[src/fcr_pkg.sv]
// constants, register map and field layout of the flow and character recognition block
package fcr_pkg;

  // register addresses on the host port
  localparam logic [2:0] ADDR_MATCH_OFS = 3'h0;
  localparam logic [2:0] FLOW_STATUS_OFS = 3'h1;
  localparam logic [2:0] RECOG_ENABLE_OFS = 3'h2;
  localparam logic [2:0] RESUME_CHAR_OFS = 3'h3;
  localparam logic [2:0] PAUSE_CHAR_OFS = 3'h4;

  // reset values
  localparam logic [7:0] ADDR_MATCH_RST = 8'h00;
  localparam logic [7:0] RESUME_CHAR_RST = 8'h11;
  localparam logic [7:0] PAUSE_CHAR_RST = 8'h13;

  // recognition enable register bit positions
  localparam int WD_DIS_BIT = 7;
  localparam int WD_EN_BIT = 6;
  localparam int AR_DIS_BIT = 5;
  localparam int AR_EN_BIT = 4;
  localparam int XON_DIS_BIT = 3;
  localparam int XON_EN_BIT = 2;
  localparam int XOFF_DIS_BIT = 1;
  localparam int XOFF_EN_BIT = 0;

  // watchdog idle bit times
  localparam int WDOG_IDLE_BITS = 64;

  // transmitter flow field states
  typedef enum logic [1:0] {
    FLOW_NORMAL = 2'h0,
    FLOW_PENDING = 2'h1,
    FLOW_REENABLED = 2'h2,
    FLOW_HALTED = 2'h3
  } fcr_flow_e;

  // transmitted character status
  typedef enum logic [1:0] {
    TXC_NORMAL = 2'h0,
    TXC_WAIT_DATA = 2'h1,
    TXC_XOFF_PEND = 2'h2,
    TXC_XON_PEND = 2'h3
  } fcr_txc_e;

  // resolve one enable/disable pair of the recognition enable register
  function automatic logic pair_next(input logic cur, input logic dis, input logic en);
    logic r;
    r = cur;
    if (dis) begin
      r = 1'b0;
    end else if (en) begin
      r = 1'b1;
    end
    return r;
  endfunction

endpackage

[src/fcr_match_if.sv]
// carrier between the character comparator and the control logic
`timescale 1ns/1ns
interface fcr_match_if;
  logic rx_valid;
  logic [7:0] rx_char;
  logic [7:0] addr_val;
  logic [7:0] xon_val;
  logic [7:0] xoff_val;
  logic addr_hit;
  logic xon_hit;
  logic xoff_hit;

  modport cmp (
    input rx_valid,
    input rx_char,
    input addr_val,
    input xon_val,
    input xoff_val,
    output addr_hit,
    output xon_hit,
    output xoff_hit
  );

  modport ctl (
    output rx_valid,
    output rx_char,
    output addr_val,
    output xon_val,
    output xoff_val,
    input addr_hit,
    input xon_hit,
    input xoff_hit
  );
endinterface

[src/fcr_compare.sv]
// registered compare of each received character against the three match values
`timescale 1ns/1ns
module fcr_compare (
  input wire logic core_clk,
  input wire logic rst_n,
  fcr_match_if.cmp m
);

  // one-cycle hit pulses, independent of any mode bit
  always_ff @(posedge core_clk) begin
    if (!rst_n) begin
      m.addr_hit <= 1'b0;
      m.xon_hit <= 1'b0;
      m.xoff_hit <= 1'b0;
    end else begin
      m.addr_hit <= m.rx_valid && (m.rx_char == m.addr_val);
      m.xon_hit <= m.rx_valid && (m.rx_char == m.xon_val);
      m.xoff_hit <= m.rx_valid && (m.rx_char == m.xoff_val);
    end
  end

endmodule

[src/fcr_watchdog.sv]
// receiver watchdog: one event after a run of idle bit times
`timescale 1ns/1ns
module fcr_watchdog #(
  parameter int IDLE_BITS = fcr_pkg::WDOG_IDLE_BITS
) (
  input wire logic core_clk,
  input wire logic rst_n,
  input wire logic enable,
  input wire logic rx_bit_tick,
  input wire logic rx_idle,
  output logic fire
);

  localparam int CW = $clog2(IDLE_BITS + 1);
  localparam logic [CW-1:0] LIMIT = CW'(IDLE_BITS);

  logic [CW-1:0] idle_cnt;

  // count idle bit times; fire once, then wait for line activity
  always_ff @(posedge core_clk) begin
    if (!rst_n) begin
      idle_cnt <= '0;
      fire <= 1'b0;
    end else begin
      fire <= 1'b0;
      if (!enable || !rx_idle) begin
        idle_cnt <= '0;
      end else if (rx_bit_tick && idle_cnt != LIMIT) begin
        idle_cnt <= idle_cnt + 1'b1;
        fire <= (idle_cnt == LIMIT - 1'b1);
      end
    end
  end

endmodule

[src/fcr_flow_char_recog.sv]
// per-channel flow control status and character recognition
`timescale 1ns/1ns
module fcr_flow_char_recog #(
  parameter int IDLE_BITS = fcr_pkg::WDOG_IDLE_BITS
) (
  input wire logic core_clk,
  input wire logic rst_n,
  // host register port
  input wire logic [2:0] reg_addr,
  input wire logic reg_wr,
  input wire logic reg_rd,
  input wire logic [7:0] reg_wdata,
  output logic [7:0] reg_rdata,
  // mode register bits held elsewhere
  input wire logic mode_reg_zero_wr,
  input wire logic mode_reg_zero_wdog,
  input wire logic auto_rx_flow,
  input wire logic auto_tx_flow,
  input wire logic [1:0] mode_reg_three_xctl,
  // receiver side
  input wire logic rx_char_valid,
  input wire logic [7:0] rx_char,
  input wire logic rx_bit_tick,
  input wire logic rx_idle,
  // transmitter side
  input wire logic tx_bit_tick,
  input wire logic tx_busy,
  input wire logic tx_char_done,
  input wire logic tx_sent_xon,
  input wire logic tx_sent_xoff,
  input wire logic tx_queue_empty,
  input wire logic cmd_send_xon,
  input wire logic cmd_send_xoff,
  output logic tx_hold,
  output logic send_xon_req,
  output logic send_xoff_req,
  // reports toward the interrupt status register
  output logic ev_addr_match,
  output logic ev_xon_match,
  output logic ev_xoff_match,
  output logic ev_watchdog,
  output logic wdog_enable
);

  // character registers seen by the comparator
  logic [7:0] address_match_char;
  logic [7:0] resume_char_reg;
  logic [7:0] pause_char_reg;

  // recognition enables, set and cleared through the enable register
  logic addr_recog_en;
  logic xon_recog_en;
  logic xoff_recog_en;

  // status fields; these two are cleared by a status read
  logic [1:0] rx_flow_seen;
  logic [1:0] auto_sent;

  // transmitter flow and character status states
  fcr_pkg::fcr_flow_e flow_state;
  fcr_pkg::fcr_flow_e next_flow_state;
  fcr_pkg::fcr_txc_e txc_state;
  fcr_pkg::fcr_txc_e next_txc_state;

  // internal strobes
  logic wd_fire;
  logic status_rd;
  logic enable_wr;

  // carrier toward the comparator
  fcr_match_if mif ();

  // register access strobes decoded from the host port
  assign status_rd = reg_rd && (reg_addr == fcr_pkg::FLOW_STATUS_OFS);
  assign enable_wr = reg_wr && (reg_addr == fcr_pkg::RECOG_ENABLE_OFS);

  // comparator inputs
  assign mif.rx_valid = rx_char_valid;
  assign mif.rx_char = rx_char;
  assign mif.addr_val = address_match_char;
  assign mif.xon_val = resume_char_reg;
  assign mif.xoff_val = pause_char_reg;

  // registered compare, hits arrive one cycle behind the character
  fcr_compare u_compare (
    .core_clk(core_clk),
    .rst_n(rst_n),
    .m(mif.cmp)
  );

  // receiver idle watchdog, one event per idle run
  fcr_watchdog #(
    .IDLE_BITS(IDLE_BITS)
  ) u_watchdog (
    .core_clk(core_clk),
    .rst_n(rst_n),
    .enable(wdog_enable),
    .rx_bit_tick(rx_bit_tick),
    .rx_idle(rx_idle),
    .fire(wd_fire)
  );

  // host writable character registers
  always_ff @(posedge core_clk) begin
    if (!rst_n) begin
      address_match_char <= fcr_pkg::ADDR_MATCH_RST;
      resume_char_reg <= fcr_pkg::RESUME_CHAR_RST;
      pause_char_reg <= fcr_pkg::PAUSE_CHAR_RST;
    end else if (reg_wr) begin
      if (reg_addr == fcr_pkg::ADDR_MATCH_OFS) begin
        address_match_char <= reg_wdata;
      end
      if (reg_addr == fcr_pkg::RESUME_CHAR_OFS) begin
        resume_char_reg <= reg_wdata;
      end
      if (reg_addr == fcr_pkg::PAUSE_CHAR_OFS) begin
        pause_char_reg <= reg_wdata;
      end
    end
  end

  // recognition enables; the disable bit wins over the enable bit
  always_ff @(posedge core_clk) begin
    if (!rst_n) begin
      addr_recog_en <= 1'b0;
      xon_recog_en <= 1'b0;
      xoff_recog_en <= 1'b0;
    end else if (enable_wr) begin
      addr_recog_en <= fcr_pkg::pair_next(addr_recog_en, reg_wdata[fcr_pkg::AR_DIS_BIT],
                                          reg_wdata[fcr_pkg::AR_EN_BIT]);
      xon_recog_en <= fcr_pkg::pair_next(xon_recog_en, reg_wdata[fcr_pkg::XON_DIS_BIT],
                                         reg_wdata[fcr_pkg::XON_EN_BIT]);
      xoff_recog_en <= fcr_pkg::pair_next(xoff_recog_en, reg_wdata[fcr_pkg::XOFF_DIS_BIT],
                                          reg_wdata[fcr_pkg::XOFF_EN_BIT]);
    end
  end

  // watchdog enable, shared by the mode register and the enable register
  always_ff @(posedge core_clk) begin
    if (!rst_n) begin
      wdog_enable <= 1'b0;
    end else if (enable_wr) begin
      wdog_enable <= fcr_pkg::pair_next(wdog_enable, reg_wdata[fcr_pkg::WD_DIS_BIT],
                                        reg_wdata[fcr_pkg::WD_EN_BIT]);
    end else if (mode_reg_zero_wr) begin
      wdog_enable <= mode_reg_zero_wdog;
    end
  end

  // match and watchdog reports only; nothing here steers flow or wake-up
  always_ff @(posedge core_clk) begin
    if (!rst_n) begin
      ev_addr_match <= 1'b0;
      ev_xon_match <= 1'b0;
      ev_xoff_match <= 1'b0;
      ev_watchdog <= 1'b0;
    end else begin
      ev_addr_match <= mif.addr_hit && addr_recog_en;
      ev_xon_match <= mif.xon_hit && xon_recog_en;
      ev_xoff_match <= mif.xoff_hit && xoff_recog_en;
      ev_watchdog <= wd_fire;
    end
  end

  // received flow characters: sticky, cleared by status read, a new hit wins
  always_ff @(posedge core_clk) begin
    if (!rst_n) begin
      rx_flow_seen <= 2'h0;
    end else begin
      rx_flow_seen[0] <= (rx_flow_seen[0] && !status_rd) || mif.xoff_hit;
      rx_flow_seen[1] <= (rx_flow_seen[1] && !status_rd) || mif.xon_hit;
    end
  end

  // automatic flow characters sent while auto receive mode is on
  always_ff @(posedge core_clk) begin
    if (!rst_n) begin
      auto_sent <= 2'h0;
    end else if (!auto_rx_flow) begin
      auto_sent <= 2'h0;
    end else begin
      auto_sent[0] <= (auto_sent[0] && !status_rd) || tx_sent_xon;
      auto_sent[1] <= (auto_sent[1] && !status_rd) || tx_sent_xoff;
    end
  end

  // transmitter flow field driven by received xon and xoff
  always_comb begin
    next_flow_state = flow_state;
    unique case (flow_state)
      fcr_pkg::FLOW_NORMAL: begin
        if (mif.xoff_hit) begin
          next_flow_state = tx_busy ? fcr_pkg::FLOW_PENDING : fcr_pkg::FLOW_HALTED;
        end
      end
      fcr_pkg::FLOW_PENDING: begin
        if (mif.xon_hit) begin
          next_flow_state = fcr_pkg::FLOW_NORMAL;
        end else if (tx_char_done || !tx_busy) begin
          next_flow_state = fcr_pkg::FLOW_HALTED;
        end
      end
      fcr_pkg::FLOW_HALTED: begin
        if (mif.xon_hit) begin
          next_flow_state = fcr_pkg::FLOW_REENABLED;
        end
      end
      fcr_pkg::FLOW_REENABLED: begin
        if (mif.xoff_hit) begin
          next_flow_state = tx_busy ? fcr_pkg::FLOW_PENDING : fcr_pkg::FLOW_HALTED;
        end else if (status_rd) begin
          next_flow_state = fcr_pkg::FLOW_NORMAL;
        end
      end
    endcase
  end

  // flow field register; normal whenever automatic transmit flow is off
  always_ff @(posedge core_clk) begin
    if (!rst_n) begin
      flow_state <= fcr_pkg::FLOW_NORMAL;
    end else if (!auto_tx_flow) begin
      flow_state <= fcr_pkg::FLOW_NORMAL;
    end else begin
      flow_state <= next_flow_state;
    end
  end

  // transmitted character status sequence
  always_comb begin
    next_txc_state = txc_state;
    unique case (txc_state)
      fcr_pkg::TXC_NORMAL: begin
        if (cmd_send_xon) begin
          next_txc_state = fcr_pkg::TXC_XON_PEND;
        end else if (cmd_send_xoff) begin
          next_txc_state = fcr_pkg::TXC_XOFF_PEND;
        end
      end
      fcr_pkg::TXC_XOFF_PEND: begin
        if (tx_sent_xoff) begin
          next_txc_state = fcr_pkg::TXC_WAIT_DATA;
        end
      end
      fcr_pkg::TXC_XON_PEND: begin
        if (tx_sent_xon) begin
          next_txc_state = fcr_pkg::TXC_WAIT_DATA;
        end
      end
      fcr_pkg::TXC_WAIT_DATA: begin
        if (cmd_send_xon) begin
          next_txc_state = fcr_pkg::TXC_XON_PEND;
        end else if (cmd_send_xoff) begin
          next_txc_state = fcr_pkg::TXC_XOFF_PEND;
        end else if (tx_bit_tick && !tx_queue_empty) begin
          next_txc_state = fcr_pkg::TXC_NORMAL;
        end
      end
    endcase
  end

  // character status register; zero while no transmit flow control is on
  always_ff @(posedge core_clk) begin
    if (!rst_n) begin
      txc_state <= fcr_pkg::TXC_NORMAL;
    end else if (mode_reg_three_xctl == 2'h0) begin
      txc_state <= fcr_pkg::TXC_NORMAL;
    end else begin
      txc_state <= next_txc_state;
    end
  end

  // transmitter controls from the two fields
  always_ff @(posedge core_clk) begin
    if (!rst_n) begin
      tx_hold <= 1'b0;
      send_xon_req <= 1'b0;
      send_xoff_req <= 1'b0;
    end else begin
      tx_hold <= auto_tx_flow && (next_flow_state == fcr_pkg::FLOW_PENDING ||
                                  next_flow_state == fcr_pkg::FLOW_HALTED);
      send_xon_req <= (mode_reg_three_xctl != 2'h0) &&
                      (next_txc_state == fcr_pkg::TXC_XON_PEND);
      send_xoff_req <= (mode_reg_three_xctl != 2'h0) &&
                       (next_txc_state == fcr_pkg::TXC_XOFF_PEND);
    end
  end

  // registered read data; the enable register is write only
  always_ff @(posedge core_clk) begin
    if (!rst_n) begin
      reg_rdata <= 8'h00;
    end else if (reg_rd) begin
      unique case (reg_addr)
        fcr_pkg::ADDR_MATCH_OFS: reg_rdata <= address_match_char;
        fcr_pkg::FLOW_STATUS_OFS: begin
          reg_rdata <= {rx_flow_seen, auto_sent, flow_state, txc_state};
        end
        fcr_pkg::RESUME_CHAR_OFS: reg_rdata <= resume_char_reg;
        fcr_pkg::PAUSE_CHAR_OFS: reg_rdata <= pause_char_reg;
        default: reg_rdata <= 8'h00;
      endcase
    end
  end

endmodule

[config.mk]
export PLATFORM = sky130hd
export DESIGN_NAME = fcr_flow_char_recog
export DESIGN_NICKNAME = d
export VERILOG_FILES = /design/src/fcr_pkg.sv /design/src/fcr_match_if.sv /design/src/fcr_compare.sv /design/src/fcr_watchdog.sv /design/src/fcr_flow_char_recog.sv
export SDC_FILE = /design/constraint.sdc
export NUM_CORES = 1
export LEC_CHECK = 0
export BUFFER_PORTS_ARGS = -buffer_cell sky130_fd_sc_hd__buf_2
export CAP_MARGIN = 20
export CORE_AREA = 2 2 74 76
export DETAILED_ROUTE_END_ITERATION = 10
export DIE_AREA = 0 0 76 78
export PLACE_DENSITY = 0.8
export SKIP_LAST_GASP = 1
export SYNTH_ARGS = -nofsm -noshare
export SYNTH_HDL_FRONTEND = slang
export SYNTH_SLANG_ARGS = --single-unit
[constraint.sdc]
create_clock -name core_clk -period 2.5 [get_ports core_clk]
set_input_delay 0.25 -clock core_clk [delete_from_list [all_inputs] [get_ports core_clk]]
set_output_delay 0.25 -clock core_clk [all_outputs]
set_load 0.02 [all_outputs]
# == Word-level counts from Yosys, hierarchy flattened ==
# Cells that the tools add are included.
# word_totals
register_bits,62
input_bits,40
word_cells,124
# classes
add_sub_neg,1
eq_ne,20
mux,27
n_bitwise,2
n_reduce_logical,50
# ops
op,count
8-bit one-hot mux with 4 select lines,1
2-bit 2-to-1 mux,14
8-bit equality test,3
2-bit AND reduction,9
1-bit logical AND,17
2-bit one-hot mux with 4 select lines,2
"2-bit equality test, second input constant",7
1-bit 2-to-1 mux,10
2-bit nonzero test,5
"7-bit by 1-bit adder with 7-bit output, second input constant",1
"7-bit by 6-bit equality test with 1-bit output, second input constant",1
1-bit logical OR,7
"7-bit != test, second input constant",1
"2-bit by 1-bit equality test with 1-bit output, second input constant",3
"3-bit by 2-bit equality test with 1-bit output, second input constant",2
2-bit zero test,3
1-bit zero test,5
2-bit OR reduction,2
"3-bit by 1-bit equality test with 1-bit output, second input constant",1
"3-bit equality test, second input constant",1
3-bit zero test,1
"3-bit != test, second input constant",1
3-bit OR reduction,1
1-bit NOT,2

# == Longest topological paths before layout ==
# depth
ltp_word,8
depth_mapped,5
mapped_depth_nobuf,5

# == By module ==
# A second synthesis with hierarchy kept.
# hier_totals
hier_cells,294
area_unflattened_um2,2776.4
# modules_own_cells
module,instances,cells_per_inst,area_each_um2,seq_area_each_um2
fcr_flow_char_recog,1,214,2063.2,1021.0
fcr_watchdog,1,43,374.1,160.2
fcr_compare,1,37,339.1,60.1

# == Worst setup path after synthesis ==
# No wires, ideal clock.
# synth_path
path_kind,reg2reg
startpoint,register u_watchdog.idle_cnt[0]
endpoint,register u_watchdog.idle_cnt[0]
setup_time_ns,0.072
t_arrival_ns,1.242
setup_slack_ns,1.186
stages_incl_launch_ff,6
path_buffers,0
period_less_slack_ns,1.314
cell_sequence,dfxtp_1 -> inv_1 -> ha_1 -> and2_1 -> a21boi_0 -> mux2i_1
# synth_via
elab_chain_len,2
# synth_lines
item,line_no,source
from (decl),fcr_watchdog.sv:17,logic [CW-1:0] idle_cnt;
from (signal assigned),fcr_watchdog.sv:29,idle_cnt <= idle_cnt + 1'b1;
"parallel branches: the longest is 2 deep, another holds 7-bit by 1-bit adder with 7-bit output",-,
# Several ways; the timed one is not identified.
# A chain may end at the register's enable or synchronous reset.

# == Final worst setup path ==
# layout_path
startpoint,register u_watchdog.idle_cnt[0]
endpoint,register u_watchdog.idle_cnt[1]
# The elaborated chain is that of the path after synthesis.

==> flow_summary.ini <==
[pwr]
p_comb_share_pct = 9.4
p_int_mw = 1.492
p_switching_uw = 506.0
peakVddDrop_v = 0.0003687
powerDensity_nw_per_um2 = 612.1
sw_frac_of_total_pct = 25.32
p_seq_share_pct = 51.4
power.leakage_nw = 1.270
clockPowerShare_pct = 39.2

[timing]
hold_viol = 0
period_share_pct = 60.74
period_needed_ns = 1.519
fin_skew_ns = 0.006777
slew_violations = 0
tns_ns = 0
timing.fmax_mhz = 658.5
rsz0062_at_grt = false
setup_viol = 0
slew_headroom_pct = 47.69
tightestPinTransition_ns = 0.7837

[floorplan]
fp.dieArea_sq_um = 5928
rows = 26
die_h_um = 78
io_pins = 56
die_x_um = 76
start_util_pct = 55.81
core_area_sq_um = 5042

[detailed_routing]
drt_pass1_iterations = 5
drt_iter0_drc = 159
drt-total-wl_um = 6817
wire_per_inst_um = 15.89
vias = 2405
drc = 0
avgViaCountPerCell = 5.606
ant_nets = 0

[finish]
syn_to_final_growth_pct = 16.01
fin_util_pct = 64.74
antennaDiodeCount = 0
design_area_sq_um = 3264
drive_gt1_share_pct = 21.17
final_net_count = 397

[logic_synthesis]
netlist-cell-type-count = 43
synth_cells = 301
synth_compound_area_share_pct = 13.87
ys_seq_area_share_pct = 44.11
synthFlopType = dfxtp_1
synthSimpleGateAreaFrac_pct = 21.97
ys_async_sr_fraction_pct = 0
synth_top_family_by_area = simple AND/OR/NAND/NOR gates
synth_fa_ha_area_share_pct = 0.8893
yosys_warnings = 0
syn_area_per_cell_sq_um = 9.349
synth_seq_cells = 62
synth-xor-area-share_pct = 8.092
muxShareOfSynthArea_pct = 6.803
syn_area_sq_um = 2814
synth_edf_count = 0
syn-num-nets = 343

[cts]
cts_sinks = 62
cts_resized = 0
cts_root_buf = clkbuf_8
cts_setup_buffers = 0
cts_tree = done
cts_buffers = 9
clock_path_buffers = 2
cts_hold_buf = 0
clock_latency_ns = 0.33
htree_levels = 3
cts.reportedPaths.clkPinSlew_ns = 0.07

[worst_setup_path]
cp_slowest_cell = dfxtp_1
startpoint_type = flop
critical_path_depth = 5
arrival_ns = 1.78
path_cells = inv_1, ha_1, and2_1, a21boi_0, mux2i_1
ff2ff_path_depth = 5
setup.worst_path.end_class = flop
worstPathMaxFanout = 5
critPathMaxStageDelay_ns = 0.41
criticalPathCategory = flop to flop
cp_top_family = flip-flops
r2r_start = u_watchdog.idle_cnt[0]
startpoint = u_watchdog.idle_cnt[0]
worst-path-buf-inv = 1
cp_data_required_time_ns = 2.76

[global_routing]
grt_pass1_vias = 2257
grt_first_pass_wirelength_um = 11270
grt.total_usage_pct = 24.22
grt_remaining_overflow = 0
antenna_found_initial = 0
grt_max_degree = 26

[flow_run]
cap_viol_max_count = 0

[place]
numPortBuffers = 55
gp_congestion = 0.9121
hpwl_um = 5005
post_dp_cell_area_sq_um = 3090

[worst_hold_path]
hold_path.startpoint = reg_wdata[3]
holdPathStages = 2
hp-class = input port to flop

[run_status]
status = finished clean
## flip-flops by register name (all words and copies together), names as in the netlist, 2 cells and up
signal               flops
mif.xon_val              8
auto_sent                2
address_match_char       8
mif.xoff_val             8
txc_state                2
u_watchdog.idle_cnt      7
rx_flow_seen             2
flow_state               2
reg_rdata                8
## synth_stat cells (all sizes together) (6+ instances only)
master,number,area [sq um]
dfxtp,62,1241
nand2,48,180.2
a21oi,24,120.1
xnor2,21,183.9
mux2i,18,180.2
nor2,14,52.55
and2,12,75.08
buf,9,78.81
a221o,8,80.08
nand3,8,40.04
o2bb2ai,8,70.07
inv,7,26.28
a211oi,6,45.04
nor2b,6,37.54
## metal layers
layer  vias up  track usage [%]  wire length [um]
li1       1168                -                 -
met5         -                0                 0
met1      1137            31.52              3216
met4         0            9.818               133
met2        87            39.64              3102
met3        13            4.884               364
## layout make-up
cell class / instances / area [sq um]
clock inverter: 4 / 22.52
fill: 441 / 1778
inverter: 7 / 26.28
multi-input combinational: 219 / 1453
sequential: 62 / 1241
timing repair buffer: 56 / 282.8
tap: 70 / 87.58
clock buffer: 11 / 151.4
## power by group through the flow
| stage | Clock [mW] | Combinational, mW | Sequential, mW |
|---|---|---|---|
| after floorplan | 0 | 0.113 | 1.05 |
| after global placement | 0 | 0.182 | 1.05 |
| after detailed placement | 0 | 0.185 | 1.05 |
| after CTS | 0.796 | 0.187 | 1.03 |
| after global routing | 0.837 | 0.206 | 1.03 |
| final | 0.782 | 0.188 | 1.03 |
## per-stage QoR
stage	worst slack (ns)	total power, mW	std cells	hold WS, ns
finish	0.9814	1.998	429	0.1688
global route	0.8384	2.072	429	0.1620
CTS	0.9825	2.010	429	0.1526
detailed placement	0.9601	1.234	414	0.4231
global placement	0.9757	1.231	414	0.4156
floorplan	1.186	1.164	301	0.3466
## cells in the final DEF (no fill, tap or decap), types with 8 or more instances in the layout
| cell type | n |
|---|---|
| and2_1 | 11 |
| buf_2 | 55 |
| a221o_1 | 8 |
| o2bb2ai_1 | 8 |
| dfxtp_1 | 62 |
| a21oi_1 | 24 |
| clkbuf_8 | 11 |
| nand2_1 | 48 |
| xnor2_1 | 21 |
| nor2_1 | 14 |
| nand3_1 | 8 |
| mux2i_1 | 18 |
## worst reg2reg max path, delay by kind of cell (launching register included)
family          cells  cell delay, ns
compound gates      1            0.35
fa+ha+maj           1            0.19
buf+inv             1            0.09
flops               1            0.41
mux                 1            0.24
simple gates        1            0.16
## path summary, 6_finish.rpt
kind	end	slack [ns]
hold reg to reg	ev_watchdog	0.44
setup reg to reg	u_watchdog.idle_cnt[1]	0.98
setup / recovery	u_watchdog.idle_cnt[1]	0.98
hold / removal	xon_recog_en	0.17
## cell families (layout without fill, tap and decap cells)
family / Yosys count / count (layout)
compound gates: 57 / 57
xor+xnor: 26 / 26
fa+ha+maj: 2 / 2
buf+inv: 20 / 78
flops: 62 / 62
mux: 19 / 19
simple gates: 115 / 115
Power figures use the tool's default switching activity.
